$ cat src/adcc_pkg.sv
// package of register map, field positions, codes and timing for the converter control block
package adcc_pkg;

	// register word offsets (byte addresses on the register bus)
	localparam logic [3:0] OFF_CONTROL_ZERO  = 4'h0;
	localparam logic [3:0] OFF_CONTROL_ONE   = 4'h4;
	localparam logic [3:0] OFF_CONTROL_TWO   = 4'h8;
	localparam logic [3:0] OFF_RESULT_HIGH   = 4'hC;
	localparam logic [7:0] OFF_RESULT_LOW    = 8'h10;

	// reset values
	localparam logic [7:0] RST_CONTROL_ZERO  = 8'h00;
	localparam logic [7:0] RST_CONTROL_ONE   = 8'h00;
	localparam logic [7:0] RST_CONTROL_TWO   = 8'h00;
	localparam logic [7:0] RST_RESULT        = 8'h00;

	// field positions in control zero
	localparam int POS_CONVERTER_ON     = 0;
	localparam int POS_GO_DONE          = 1;
	localparam int POS_PCHAN_LO         = 2;
	localparam int POS_RESULT_WIDTH     = 7;
	// field positions in control one
	localparam int POS_POS_REF_LO       = 0;
	localparam int POS_NEG_REF          = 2;
	localparam int POS_UNIMPL           = 3;
	localparam int POS_CLK_SEL_LO       = 4;
	localparam int POS_FORMAT           = 7;
	// field positions in control two
	localparam int POS_NCHAN_LO         = 0;
	localparam int POS_TRIG_LO          = 4;
	// mask of writable bits in control one
	localparam logic [7:0] MASK_CONTROL_ONE = 8'hF7;

	// positive channel codes
	localparam logic [4:0] PCH_AN13     = 5'h0D;
	localparam logic [4:0] PCH_AN21     = 5'h15;
	localparam logic [4:0] PCH_DAC4     = 5'h18;
	localparam logic [4:0] PCH_DAC3     = 5'h19;
	localparam logic [4:0] PCH_DAC2     = 5'h1C;
	localparam logic [4:0] PCH_TEMP     = 5'h1D;
	localparam logic [4:0] PCH_DAC      = 5'h1E;
	localparam logic [4:0] PCH_FIXED    = 5'h1F;
	// negative channel codes
	localparam logic [3:0] NCH_AN13     = 4'hD;
	localparam logic [3:0] NCH_AN21     = 4'hE;
	localparam logic [3:0] NCH_NEG_REF  = 4'hF;

	// one-hot source selects seen by the analog multiplexers
	localparam int SRC_ANALOG_INPUTS    = 22;
	localparam int SRC_DAC_MAIN         = 22;
	localparam int SRC_DAC2             = 23;
	localparam int SRC_DAC3             = 24;
	localparam int SRC_DAC4             = 25;
	localparam int SRC_TEMP             = 26;
	localparam int SRC_FIXED_REF        = 27;
	localparam int SRC_NEG_REF          = 28;
	localparam int SRC_W                = 29;
	localparam logic [SRC_W-1:0] SRC_NONE = 29'h0000_0000;
	localparam logic [SRC_W-1:0] SRC_ONE  = 29'h0000_0001;

	// conversion clock codes
	localparam logic [2:0] CLK_DIV2     = 3'h0;
	localparam logic [2:0] CLK_DIV8     = 3'h1;
	localparam logic [2:0] CLK_DIV32    = 3'h2;
	localparam logic [2:0] CLK_RC_A     = 3'h3;
	localparam logic [2:0] CLK_DIV4     = 3'h4;
	localparam logic [2:0] CLK_DIV16    = 3'h5;
	localparam logic [2:0] CLK_DIV64    = 3'h6;
	localparam logic [2:0] CLK_RC_B     = 3'h7;

	// positive reference codes
	localparam logic [1:0] PREF_SUPPLY  = 2'h0;
	localparam logic [1:0] PREF_PIN     = 2'h1;
	localparam logic [1:0] PREF_RSVD    = 2'h2;
	localparam logic [1:0] PREF_FIXED   = 2'h3;

	// trigger source lines: index of each event on the trigger input bus
	localparam int TRG_W                = 11;
	localparam int TRG_CCU1             = 0;
	localparam int TRG_CCU2             = 1;
	localparam int TRG_PWM1_PERIOD      = 2;
	localparam int TRG_PWM1_RISE        = 3;
	localparam int TRG_PWM1_FALL        = 4;
	localparam int TRG_PWM2_PERIOD      = 5;
	localparam int TRG_PWM2_RISE        = 6;
	localparam int TRG_PWM2_FALL        = 7;
	localparam int TRG_PWM4_PERIOD      = 8;
	localparam int TRG_PWM4_RISE        = 9;
	localparam int TRG_PWM4_FALL        = 10;

	// converter handshake states
	typedef enum logic [1:0] {
		ST_IDLE  = 2'b00,
		ST_START = 2'b01,
		ST_BUSY  = 2'b10
	} adcc_state_e;

endpackage

$ cat src/adcc_clkdiv.sv
// conversion clock divider: one-cycle tick at the selected rate
`timescale 1ns/1ps
`default_nettype none

module adcc_clkdiv
	import adcc_pkg::*;
(
	input  wire logic       clk,
	input  wire logic       rst,
	input  wire logic       ce,
	input  wire logic       run,
	input  wire logic [2:0] sel,
	output var  logic       tick,
	output var  logic       use_rc
);

	typedef struct packed {
		logic [5:0] cnt;
		logic       tick;
		logic       use_rc;
	} adcc_div_s;

	adcc_div_s r;
	adcc_div_s next_r;
	logic [5:0] last;

	always_comb begin
		unique case (sel)
			CLK_DIV2:  last = 6'h01;
			CLK_DIV8:  last = 6'h07;
			CLK_DIV32: last = 6'h1F;
			CLK_DIV4:  last = 6'h03;
			CLK_DIV16: last = 6'h0F;
			CLK_DIV64: last = 6'h3F;
			default:   last = 6'h00;
		endcase
	end

	always_comb begin
		next_r = r;
		next_r.use_rc = (sel == CLK_RC_A) || (sel == CLK_RC_B);
		next_r.tick = 1'b0;
		if (!run || next_r.use_rc) begin
			next_r.cnt = 6'h00;
		end else if (r.cnt >= last) begin
			next_r.cnt = 6'h00;
			next_r.tick = 1'b1;
		end else begin
			next_r.cnt = r.cnt + 6'h01;
		end
	end

	always_ff @(posedge clk or posedge rst) begin
		if (rst) begin
			r <= '0;
		end else if (ce) begin
			r <= next_r;
		end
	end

	assign tick = r.tick;
	assign use_rc = r.use_rc;

endmodule

`default_nettype wire

$ cat src/adcc_top.sv
// converter control registers, go/done handshake, channel and reference selection
`timescale 1ns/1ps
`default_nettype none

// Notes on behaviour
// - width bit one gives ten-bit result layout
// - positive codes 0-13 and 21 pick inputs
// - top positive codes pick internal sources
// - reserved positive codes connect nothing
// - writing go starts; reads one while busy
// - hardware clears go when conversion completes
// - enable bit powers the converter
// - format bit picks two's complement or sign-magnitude
// - clock select divides system clock or RC
// - negative reference bit picks pin or ground
// - positive reference field picks supply, pin, fixed
// - trigger codes 0000/0011 off, 0001/0010 capture units
// - trigger codes pick pwm controller events
// - negative codes pick inputs or negative reference
// - converter off disconnects every multiplexer input
// - sign-magnitude high byte holds magnitude 11:4
// - starting conversion clears both result bytes
// - completion raises conversion done flag
// - early clear discards result, bytes stay cleared
// - trigger rising edge sets go
module adcc_top
	import adcc_pkg::*;
(
	input  wire logic              clk,
	input  wire logic              rst,
	input  wire logic              ce,
	input  wire logic [4:0]        avs_address,
	input  wire logic              avs_read,
	input  wire logic              avs_write,
	input  wire logic [31:0]       avs_writedata,
	input  wire logic [3:0]        avs_byteenable,
	output var  logic [31:0]       avs_readdata,
	output var  logic              avs_waitrequest,
	input  wire logic [TRG_W-1:0]  trigger_in,
	input  wire logic              conv_done,
	input  wire logic              conv_sign,
	input  wire logic [11:0]       conv_magnitude,
	output var  logic              converter_on,
	output var  logic              conv_start,
	output var  logic              conv_abort,
	output var  logic              conv_clk_tick,
	output var  logic              conv_clk_use_rc,
	output var  logic [SRC_W-1:0]  pos_mux_select,
	output var  logic [SRC_W-1:0]  neg_mux_select,
	output var  logic              neg_ref_pin,
	output var  logic [1:0]        pos_ref_select,
	output var  logic              conversion_done_flag
);

	typedef struct packed {
		logic [7:0]       ctl0;
		logic [7:0]       ctl1;
		logic [7:0]       ctl2;
		logic [7:0]       res_hi;
		logic [7:0]       res_lo;
		adcc_state_e      st;
		logic             trig_prev;
		logic             ack;
		logic             wreq;
		logic [31:0]      rdata;
		logic             start;
		logic             abort;
		logic [SRC_W-1:0] pmux;
		logic [SRC_W-1:0] nmux;
		logic             done_flag;
	} adcc_reg_s;

	adcc_reg_s r;
	adcc_reg_s next_r;

	logic       trig_sel;
	logic       bus_req;
	logic       wr_hit;
	logic [4:0] pch;
	logic [3:0] nch;
	logic [7:0] fmt_hi;
	logic [7:0] fmt_lo;
	logic [12:0] twos;

	////////////////////////////////////////////////////////////////////////////////
	// trigger source selection

	always_comb begin
		unique case (r.ctl2[POS_TRIG_LO +: 4])
			4'h1:    trig_sel = trigger_in[TRG_CCU1];
			4'h2:    trig_sel = trigger_in[TRG_CCU2];
			4'h4:    trig_sel = trigger_in[TRG_PWM1_PERIOD];
			4'h5:    trig_sel = trigger_in[TRG_PWM1_RISE];
			4'h6:    trig_sel = trigger_in[TRG_PWM1_FALL];
			4'h7:    trig_sel = trigger_in[TRG_PWM2_PERIOD];
			4'h8:    trig_sel = trigger_in[TRG_PWM2_RISE];
			4'h9:    trig_sel = trigger_in[TRG_PWM2_FALL];
			4'hD:    trig_sel = trigger_in[TRG_PWM4_PERIOD];
			4'hE:    trig_sel = trigger_in[TRG_PWM4_RISE];
			4'hF:    trig_sel = trigger_in[TRG_PWM4_FALL];
			default: trig_sel = 1'b0;
		endcase
	end

	////////////////////////////////////////////////////////////////////////////////
	// result formatting

	always_comb begin
		twos = conv_sign ? {1'b1, 12'h000 - conv_magnitude} : {1'b0, conv_magnitude};
		if (r.ctl1[POS_FORMAT]) begin
			// two's complement, right justified, sign extended
			if (r.ctl0[POS_RESULT_WIDTH]) begin
				fmt_hi = {{5{twos[12]}}, twos[12:10]};
				fmt_lo = twos[9:2];
			end else begin
				fmt_hi = {{4{twos[12]}}, twos[11:8]};
				fmt_lo = twos[7:0];
			end
		end else begin
			fmt_hi = conv_magnitude[11:4];
			if (r.ctl0[POS_RESULT_WIDTH]) begin
				fmt_lo = {conv_magnitude[3:2], 5'h00, conv_sign};
			end else begin
				fmt_lo = {conv_magnitude[3:0], 3'h0, conv_sign};
			end
		end
	end

	////////////////////////////////////////////////////////////////////////////////
	// channel multiplexer decode

	always_comb begin
		pch = r.ctl0[POS_PCHAN_LO +: 5];
		nch = r.ctl2[POS_NCHAN_LO +: 4];
		next_r = r;
		next_r.pmux = SRC_NONE;
		next_r.nmux = SRC_NONE;
		if (r.ctl0[POS_CONVERTER_ON]) begin
			if (pch <= PCH_AN13) begin
				next_r.pmux = SRC_ONE << pch;
			end else begin
				unique case (pch)
					PCH_AN21:  next_r.pmux = SRC_ONE << 21;
					PCH_FIXED: next_r.pmux = SRC_ONE << SRC_FIXED_REF;
					PCH_DAC:   next_r.pmux = SRC_ONE << SRC_DAC_MAIN;
					PCH_TEMP:  next_r.pmux = SRC_ONE << SRC_TEMP;
					PCH_DAC2:  next_r.pmux = SRC_ONE << SRC_DAC2;
					PCH_DAC3:  next_r.pmux = SRC_ONE << SRC_DAC3;
					PCH_DAC4:  next_r.pmux = SRC_ONE << SRC_DAC4;
					default:   next_r.pmux = SRC_NONE;
				endcase
			end
			if (nch <= NCH_AN13) begin
				next_r.nmux = SRC_ONE << nch;
			end else if (nch == NCH_AN21) begin
				next_r.nmux = SRC_ONE << 21;
			end else begin
				next_r.nmux = SRC_ONE << SRC_NEG_REF;
			end
		end

		////////////////////////////////////////////////////////////////////////
		// bus slave: one wait cycle, answer on the second edge
		bus_req = avs_read || avs_write;
		wr_hit = avs_write && r.ack && avs_byteenable[0];
		next_r.ack = bus_req && !r.ack;
		next_r.wreq = !next_r.ack;
		next_r.start = 1'b0;
		next_r.abort = 1'b0;
		next_r.trig_prev = trig_sel;

		if (avs_read && !r.ack) begin
			unique case ({3'h0, avs_address})
				{4'h0, OFF_CONTROL_ZERO}: next_r.rdata = {24'h000000, r.ctl0};
				{4'h0, OFF_CONTROL_ONE}:  next_r.rdata = {24'h000000, r.ctl1};
				{4'h0, OFF_CONTROL_TWO}:  next_r.rdata = {24'h000000, r.ctl2};
				{4'h0, OFF_RESULT_HIGH}:  next_r.rdata = {24'h000000, r.res_hi};
				OFF_RESULT_LOW:           next_r.rdata = {24'h000000, r.res_lo};
				default:                  next_r.rdata = 32'h0000_0000;
			endcase
		end

		if (wr_hit) begin
			unique case ({3'h0, avs_address})
				{4'h0, OFF_CONTROL_ZERO}: next_r.ctl0 = avs_writedata[7:0];
				{4'h0, OFF_CONTROL_ONE}:  next_r.ctl1 = avs_writedata[7:0] & MASK_CONTROL_ONE;
				{4'h0, OFF_CONTROL_TWO}:  next_r.ctl2 = avs_writedata[7:0];
				{4'h0, OFF_RESULT_HIGH}:  next_r.res_hi = avs_writedata[7:0];
				OFF_RESULT_LOW:           next_r.res_lo = avs_writedata[7:0];
				default:                  next_r.rdata = r.rdata;
			endcase
		end

		// rising trigger edge sets go while idle and enabled
		if (trig_sel && !r.trig_prev && r.st == ST_IDLE && next_r.ctl0[POS_CONVERTER_ON]) begin
			next_r.ctl0[POS_GO_DONE] = 1'b1;
		end

		////////////////////////////////////////////////////////////////////////
		// conversion handshake
		unique case (r.st)
			ST_IDLE: begin
				if (next_r.ctl0[POS_GO_DONE] && next_r.ctl0[POS_CONVERTER_ON]) begin
					next_r.res_hi = RST_RESULT;
					next_r.res_lo = RST_RESULT;
					next_r.start = 1'b1;
					next_r.st = ST_BUSY;
				end else begin
					next_r.ctl0[POS_GO_DONE] = 1'b0;
				end
			end
			ST_BUSY: begin
				if (!next_r.ctl0[POS_GO_DONE] || !next_r.ctl0[POS_CONVERTER_ON]) begin
					next_r.abort = 1'b1;
					next_r.ctl0[POS_GO_DONE] = 1'b0;
					next_r.st = ST_IDLE;
				end else if (conv_done) begin
					next_r.res_hi = fmt_hi;
					next_r.res_lo = fmt_lo;
					next_r.ctl0[POS_GO_DONE] = 1'b0;
					next_r.done_flag = 1'b1;
					next_r.st = ST_IDLE;
				end
			end
			default: begin
				next_r.st = ST_IDLE;
			end
		endcase
		if (r.st == ST_IDLE && r.done_flag && wr_hit
			&& {3'h0, avs_address} == {4'h0, OFF_CONTROL_ZERO}
			&& avs_writedata[POS_GO_DONE]) begin
			next_r.done_flag = 1'b0;
		end
	end

	always_ff @(posedge clk or posedge rst) begin
		if (rst) begin
			r <= '{ctl0: RST_CONTROL_ZERO, ctl1: RST_CONTROL_ONE, ctl2: RST_CONTROL_TWO,
				res_hi: RST_RESULT, res_lo: RST_RESULT, st: ST_IDLE, trig_prev: 1'b0,
				ack: 1'b0, wreq: 1'b1, rdata: 32'h0000_0000, start: 1'b0, abort: 1'b0,
				pmux: SRC_NONE, nmux: SRC_NONE, done_flag: 1'b0};
		end else if (ce) begin
			r <= next_r;
		end
	end

	////////////////////////////////////////////////////////////////////////////////
	// conversion clock

	adcc_clkdiv u_div (
		.clk    (clk),
		.rst    (rst),
		.ce     (ce),
		.run    (r.ctl0[POS_CONVERTER_ON]),
		.sel    (r.ctl1[POS_CLK_SEL_LO +: 3]),
		.tick   (conv_clk_tick),
		.use_rc (conv_clk_use_rc)
	);

	////////////////////////////////////////////////////////////////////////////////
	// outputs

	assign avs_readdata = r.rdata;
	assign avs_waitrequest = r.wreq;
	assign converter_on = r.ctl0[POS_CONVERTER_ON];
	assign conv_start = r.start;
	assign conv_abort = r.abort;
	assign pos_mux_select = r.pmux;
	assign neg_mux_select = r.nmux;
	assign neg_ref_pin = r.ctl1[POS_NEG_REF];
	assign pos_ref_select = r.ctl1[POS_POS_REF_LO +: 2];
	assign conversion_done_flag = r.done_flag;

endmodule

`default_nettype wire

$ cat config.mk
export PLATFORM = sky130hd
export DESIGN_NAME = adcc_top
export DESIGN_NICKNAME = d
export VERILOG_FILES = /design/src/adcc_pkg.sv /design/src/adcc_clkdiv.sv /design/src/adcc_top.sv
export SDC_FILE = /design/constraint.sdc
export NUM_CORES = 1
export LEC_CHECK = 0
export BUFFER_PORTS_ARGS = -buffer_cell sky130_fd_sc_hd__buf_4
export CORE_MARGIN = 1
export CORE_UTILIZATION = 58
export DETAILED_ROUTE_END_ITERATION = 10
export PLACE_DENSITY = 0.87
export SLEW_MARGIN = 20
export SYNTH_ARGS = -nofsm -noshare
export SYNTH_HDL_FRONTEND = slang
export SYNTH_SLANG_ARGS = --single-unit
$ cat constraint.sdc
create_clock -name clk -period 5.5 [get_ports clk]
set_clock_uncertainty 0.2 [all_clocks]
set_input_delay 0.825 -clock clk [delete_from_list [all_inputs] [get_ports clk]]
set_output_delay 0.825 -clock clk [all_outputs]
set_load 0.02 [all_outputs]
# After elaboration in Yosys (flattened, before gate mapping)
# Cells that the tools add are included.
# op_classes
add_sub_neg	2
order_cmp	3
n_eq_ne	35
n_shift	2
n_mux	46
n_reduce_logical	34
# ops
cell	n
case mux 28 bit (7 select lines)	1
2-to-1 mux 32 bit	3
2-to-1 mux 29 bit	3
2-to-1 mux 58 bit	1
2-to-1 mux 8 bit	7
equality test 5 bit, second input constant	8
case mux 8 bit (5 select lines)	1
2-to-1 mux 18 bit	2
case mux 6 bit (6 select lines)	1
2-to-1 mux 34 bit	1
case mux 16 bit (2 select lines)	1
<< shifter 1 x 4 -> 29 bit, first input constant	1
<< shifter 1 x 5 -> 29 bit, first input constant	1
equality test 4 bit, second input constant	6
2-to-1 mux 6 bit	3
equality test 4 x 3 -> 1 bit, second input constant	4
2-to-1 mux 16 bit	1
2-to-1 mux 1 bit	14
2-to-1 mux 13 bit	1
equality test 3 bit, second input constant	4
logical AND 1 bit	12
AND reduction 3 bit	4
subtractor 1 x 12 -> 12 bit, first input constant	1
case mux 1 bit (11 select lines)	1
27 further kinds	40
# word_totals
regBits	145
output_inout_bits	100
wordCells	141

# Logic depth before layout (Yosys ltp)
# logic_depth
depth_word	11
mapped_depth	11
depth_no_buf	11

# Modules after synthesis
# A second synthesis with hierarchy kept.
# hier_totals
hier_cells	715
area_unflattened_um2	6681.4
# by_module_without_submodules
mod	n_inst	cells_per_inst	area_per_inst_um2	seq_area_each_um2
adcc_top	1	653	6113.4	2528.7
adcc_clkdiv	1	62	568.0	200.2

# Least setup slack after synthesis
# Ideal clock, no wire load.
# synth_path
path_type	in2reg
start	in conv_magnitude[2]
end	reg r[109] in the netlist's numbering
setup_time_ns	0.141
t_arrival_ns	2.773
required_ns	5.159
setup_slack_ns	2.386
path_stages	8
path_cell_list	buf_2 > or4_1 > buf_2 > nor4_1 > mux2_2 > o221a_2 > o311ai_0 > nand3_1
# synth_via
elab_chain_cells	7
# synth_rtl
item	line	rtl
start, declared	adcc_top.sv:42	input wire logic [11:0] conv_magnitude,
subtractor 1 x 12 -> 12 bit	adcc_top.sv:109	twos = conv_sign ? {1'b1, 12'h000 - conv_magnitude} : {1'b0, conv_magnitude};
2-to-1 mux 13 bit	adcc_top.sv:109	
2-to-1 mux 4 bit	adcc_top.sv:112	if (r.ctl0[POS_RESULT_WIDTH]) begin
2-to-1 mux 8 bit	adcc_top.sv:110	if (r.ctl1[POS_FORMAT]) begin
2-to-1 mux 18 bit	adcc_top.sv:217	end else if (conv_done) begin
2-to-1 mux 16 bit	adcc_top.sv:213	if (!next_r.ctl0[POS_GO_DONE] || !next_r.ctl0[POS_CONVERTER_ON]) begin
case mux 16 bit (2 select lines)	adcc_top.sv:201	unique case (r.st)
end signal, assigned	adcc_top.sv:238	r <= '{ctl0: RST_CONTROL_ZERO, ctl1: RST_CONTROL_ONE, ctl2: RST_CONTROL_TWO,
end signal, assigned	adcc_top.sv:243	r <= next_r;
end, declared	adcc_top.sv:73	adcc_reg_s r;
# Every way passes these cells. The select of a mux whose other input is x is not followed.
# A chain may end at the register's enable or synchronous reset.

# Worst setup path in the final report
# layout_path
start	in conv_magnitude[1]
end	reg r[109] in the netlist's numbering
# The elaborated chain is that of the path after synthesis.

==> results.cfg <==
[sta]
setup_viol = 0
relSlewSlack = 0.346
fmax_mhz = 316
drv_slew = 0
period_share = 0.576
rsz0062_at_grt = false
totalNegativeSetupSlack_ps = 0
fin_crit_ps = 3170
hold_viol_final = 0
tightest_slew_ps = 974

[yosys]
synth.yosys.seq_area_share = 0.407
synth_area_um2 = 6700
async_reset_ff_frac = 1.00
synth.top_cell.area_share = 0.403
synth-seq-cells = 109
synthFlopType = dfrtp_1
avgSynthCellArea_um2 = 9.90
syn-instance-count = 677
yosys-top-cells-area = dfrtp_1 40%, buf_4 10%, mux2_2 4.7%
synth-edff-count = 0
synth_cell_type_count = 75
synthTopCellsByCount = 108 x dfrtp_1, 93 x buf_4, 39 x nand2_1
synth_most_common_cell = dfrtp_1
yosys_warnings = 0
yosys.area.top_type = dfrtp_1

[placement]
gp_congestion = 0.922
dp_hpwl_um = 12300
port_buffers = 108

[cts]
clkLatencyLatePin_ps = 340
cts_resized = 0
htreeDepth = 3
clk_path_buf_depth = 2
ctsHoldBuffers = 0
cts_made_buffers = 9
cts.clk_slew.worst_paths_ps = 70
clk_root_buffer_cell = clkbuf_16
cts_tree = yes
cts_setup_buffers = 0
clock-sinks = 109

[worst_setup_path]
critical-path-top-delay-family = simple AND/OR/NAND/NOR gates
crit_chain = buf_4 -> or4_1 -> nor4_1 -> mux2_2 -> o221a_2 -> o311ai_0 -> nand3_1
timing.critical_path.buf_inv = 1
reg2reg_depth = 6
worst-path-stages = 7
worstPathRequired_ps = 5500
slowest_stage = or4_1
crit_start = conv_magnitude[1]
path_max_fanout = 8
critPathKind = primary input to register
r2r-start = r[119]
start_kind = primary input
arrival_ps = 3170
slowest_delay_ps = 700
end_kind = register

[grt]
antenna_found_initial = 0
grt.overflow.total = 0
grt_max_degree = 59
grt_pass1_wl_um = 26700
track_usage = 0.294
grt_pass1_vias = 5205

[power]
p_leak_nw = 3.42
powerDensity_nw_per_um2 = 230
peakVddDrop_v = 0.000161

[final_layout]
final_util = 0.657
seqCellArea_um2 = 2730
multi_input_area_um2 = 3170
syn_to_final_growth_pct = 8.10
nets = 786
fillers = 881
n_antenna_cell = 0
layout-drive-gt1-share = 0.240

[floorplanning]
ios = 171
core-area_um2 = 11000
fp.dieArea_um2 = 12000
rows = 38
die_x_um = 110
initial_core_util = 0.608
die_h_um = 110

[detailed_routing]
dr.pass1.iters = 8
first_iter_violations = 484
drt_wl_total_um = 16800
remaining_drc_errors = 0
drtAntennaViolNets = 0
viasPerCell = 6.31
wl_per_cell_um = 19.8
dr_total_vias = 5348

[flow_run]
drv_cap = 0

[outcome]
status = completed

[worst_hold_path]
hold_path_depth = 1
hold_class = register to register
min_from = avs_readdata[5]
## final cells by class
type                    count  area share
multi-input cells         452       0.437
flip-flops and latches    109       0.377
repair buffers            111       0.115
clock buffers              10      0.0316
well taps                 140      0.0242
inverters                  20      0.0107
clock inverters             5     0.00483
## worst paths after layout
path | endpoint | slack, ps
worst min-delay path | avs_readdata[5] | 280
worst min register to register | avs_readdata[5] | 280
max in group asynchronous | r[110] | 3570
min in group asynchronous | neg_mux_select[6] | 360
worst max-delay path | r[109] | 2330
worst max register to register | r[108] | 2500
## cell usage in the layout, fill, tap and decap left out, types with 6 or more instances in the layout
cell type,instances
nand2b_1,13
or2_2,6
nand2_1,39
nor2b_1,19
mux2i_1,10
buf_4,111
nor2_1,21
a222oi_1,8
inv_1,18
o2bb2ai_1,34
nand3_1,25
and3_1,7
mux2_2,28
a22oi_1,9
ha_1,12
a221o_1,9
o21ai_0,20
and2_1,6
a21oi_1,19
nor3_1,7
clkbuf_16,9
nor4_1,7
conb_1,35
a21o_1,16
dfrtp_1,108
## cell families (layout without fill, tap and decap cells)
logic type	count (synthesis)	count (layout)	share of synthesized area
AND/OR/NAND/NOR	182	182	0.150
AO/OA/AOI/OAI	175	175	0.205
buffers and inverters	150	146	0.139
flip-flops	109	109	0.407
multiplexers	38	38	0.0620
adder cells (fa/ha/maj)	12	12	0.0224
XOR/XNOR	10	10	0.0131
other	1	35	0.000559
## power by group
group | switching, mW | internal (mW) | total [mW]
registers | 0.0294 | 0.823 | 0.852
clock network | 0.293 | 0.307 | 0.600
logic | 0.137 | 0.0782 | 0.215
## per-layer routing
layer | GRT usage | routed length [µm]
met3 | 0.0445 | 1070
met1 | 0.373 | 6800
met5 | 0 | 0
met4 | 0.131 | 575
met2 | 0.497 | 8350
## stage by stage
stage	setup slack, ps	hold WS [ps]	power [mW]	instances	area (µm²)
2_1_floorplan	1600	251	1.02	711	6830
3_3_place_gp	2080	269	1.07	832	6980
3_5_place_dp	1980	271	1.08	832	6980
4_1_cts	2340	287	1.67	847	7250
5_1_grt	2210	305	1.73	847	7250
6_report	2330	283	1.67	847	7250
## flip-flops by register name (all words and copies together), names as in the netlist, 2 cells and up
| name | flops |
|---|---|
| nch | 4 |
| neg_mux_select | 18 |
| avs_readdata | 8 |
| u_div.r | 6 |
| r | 29 |
| pch | 5 |
| pos_ref_select | 2 |
| pos_mux_select | 29 |
(Power assumes the default switching activity.)
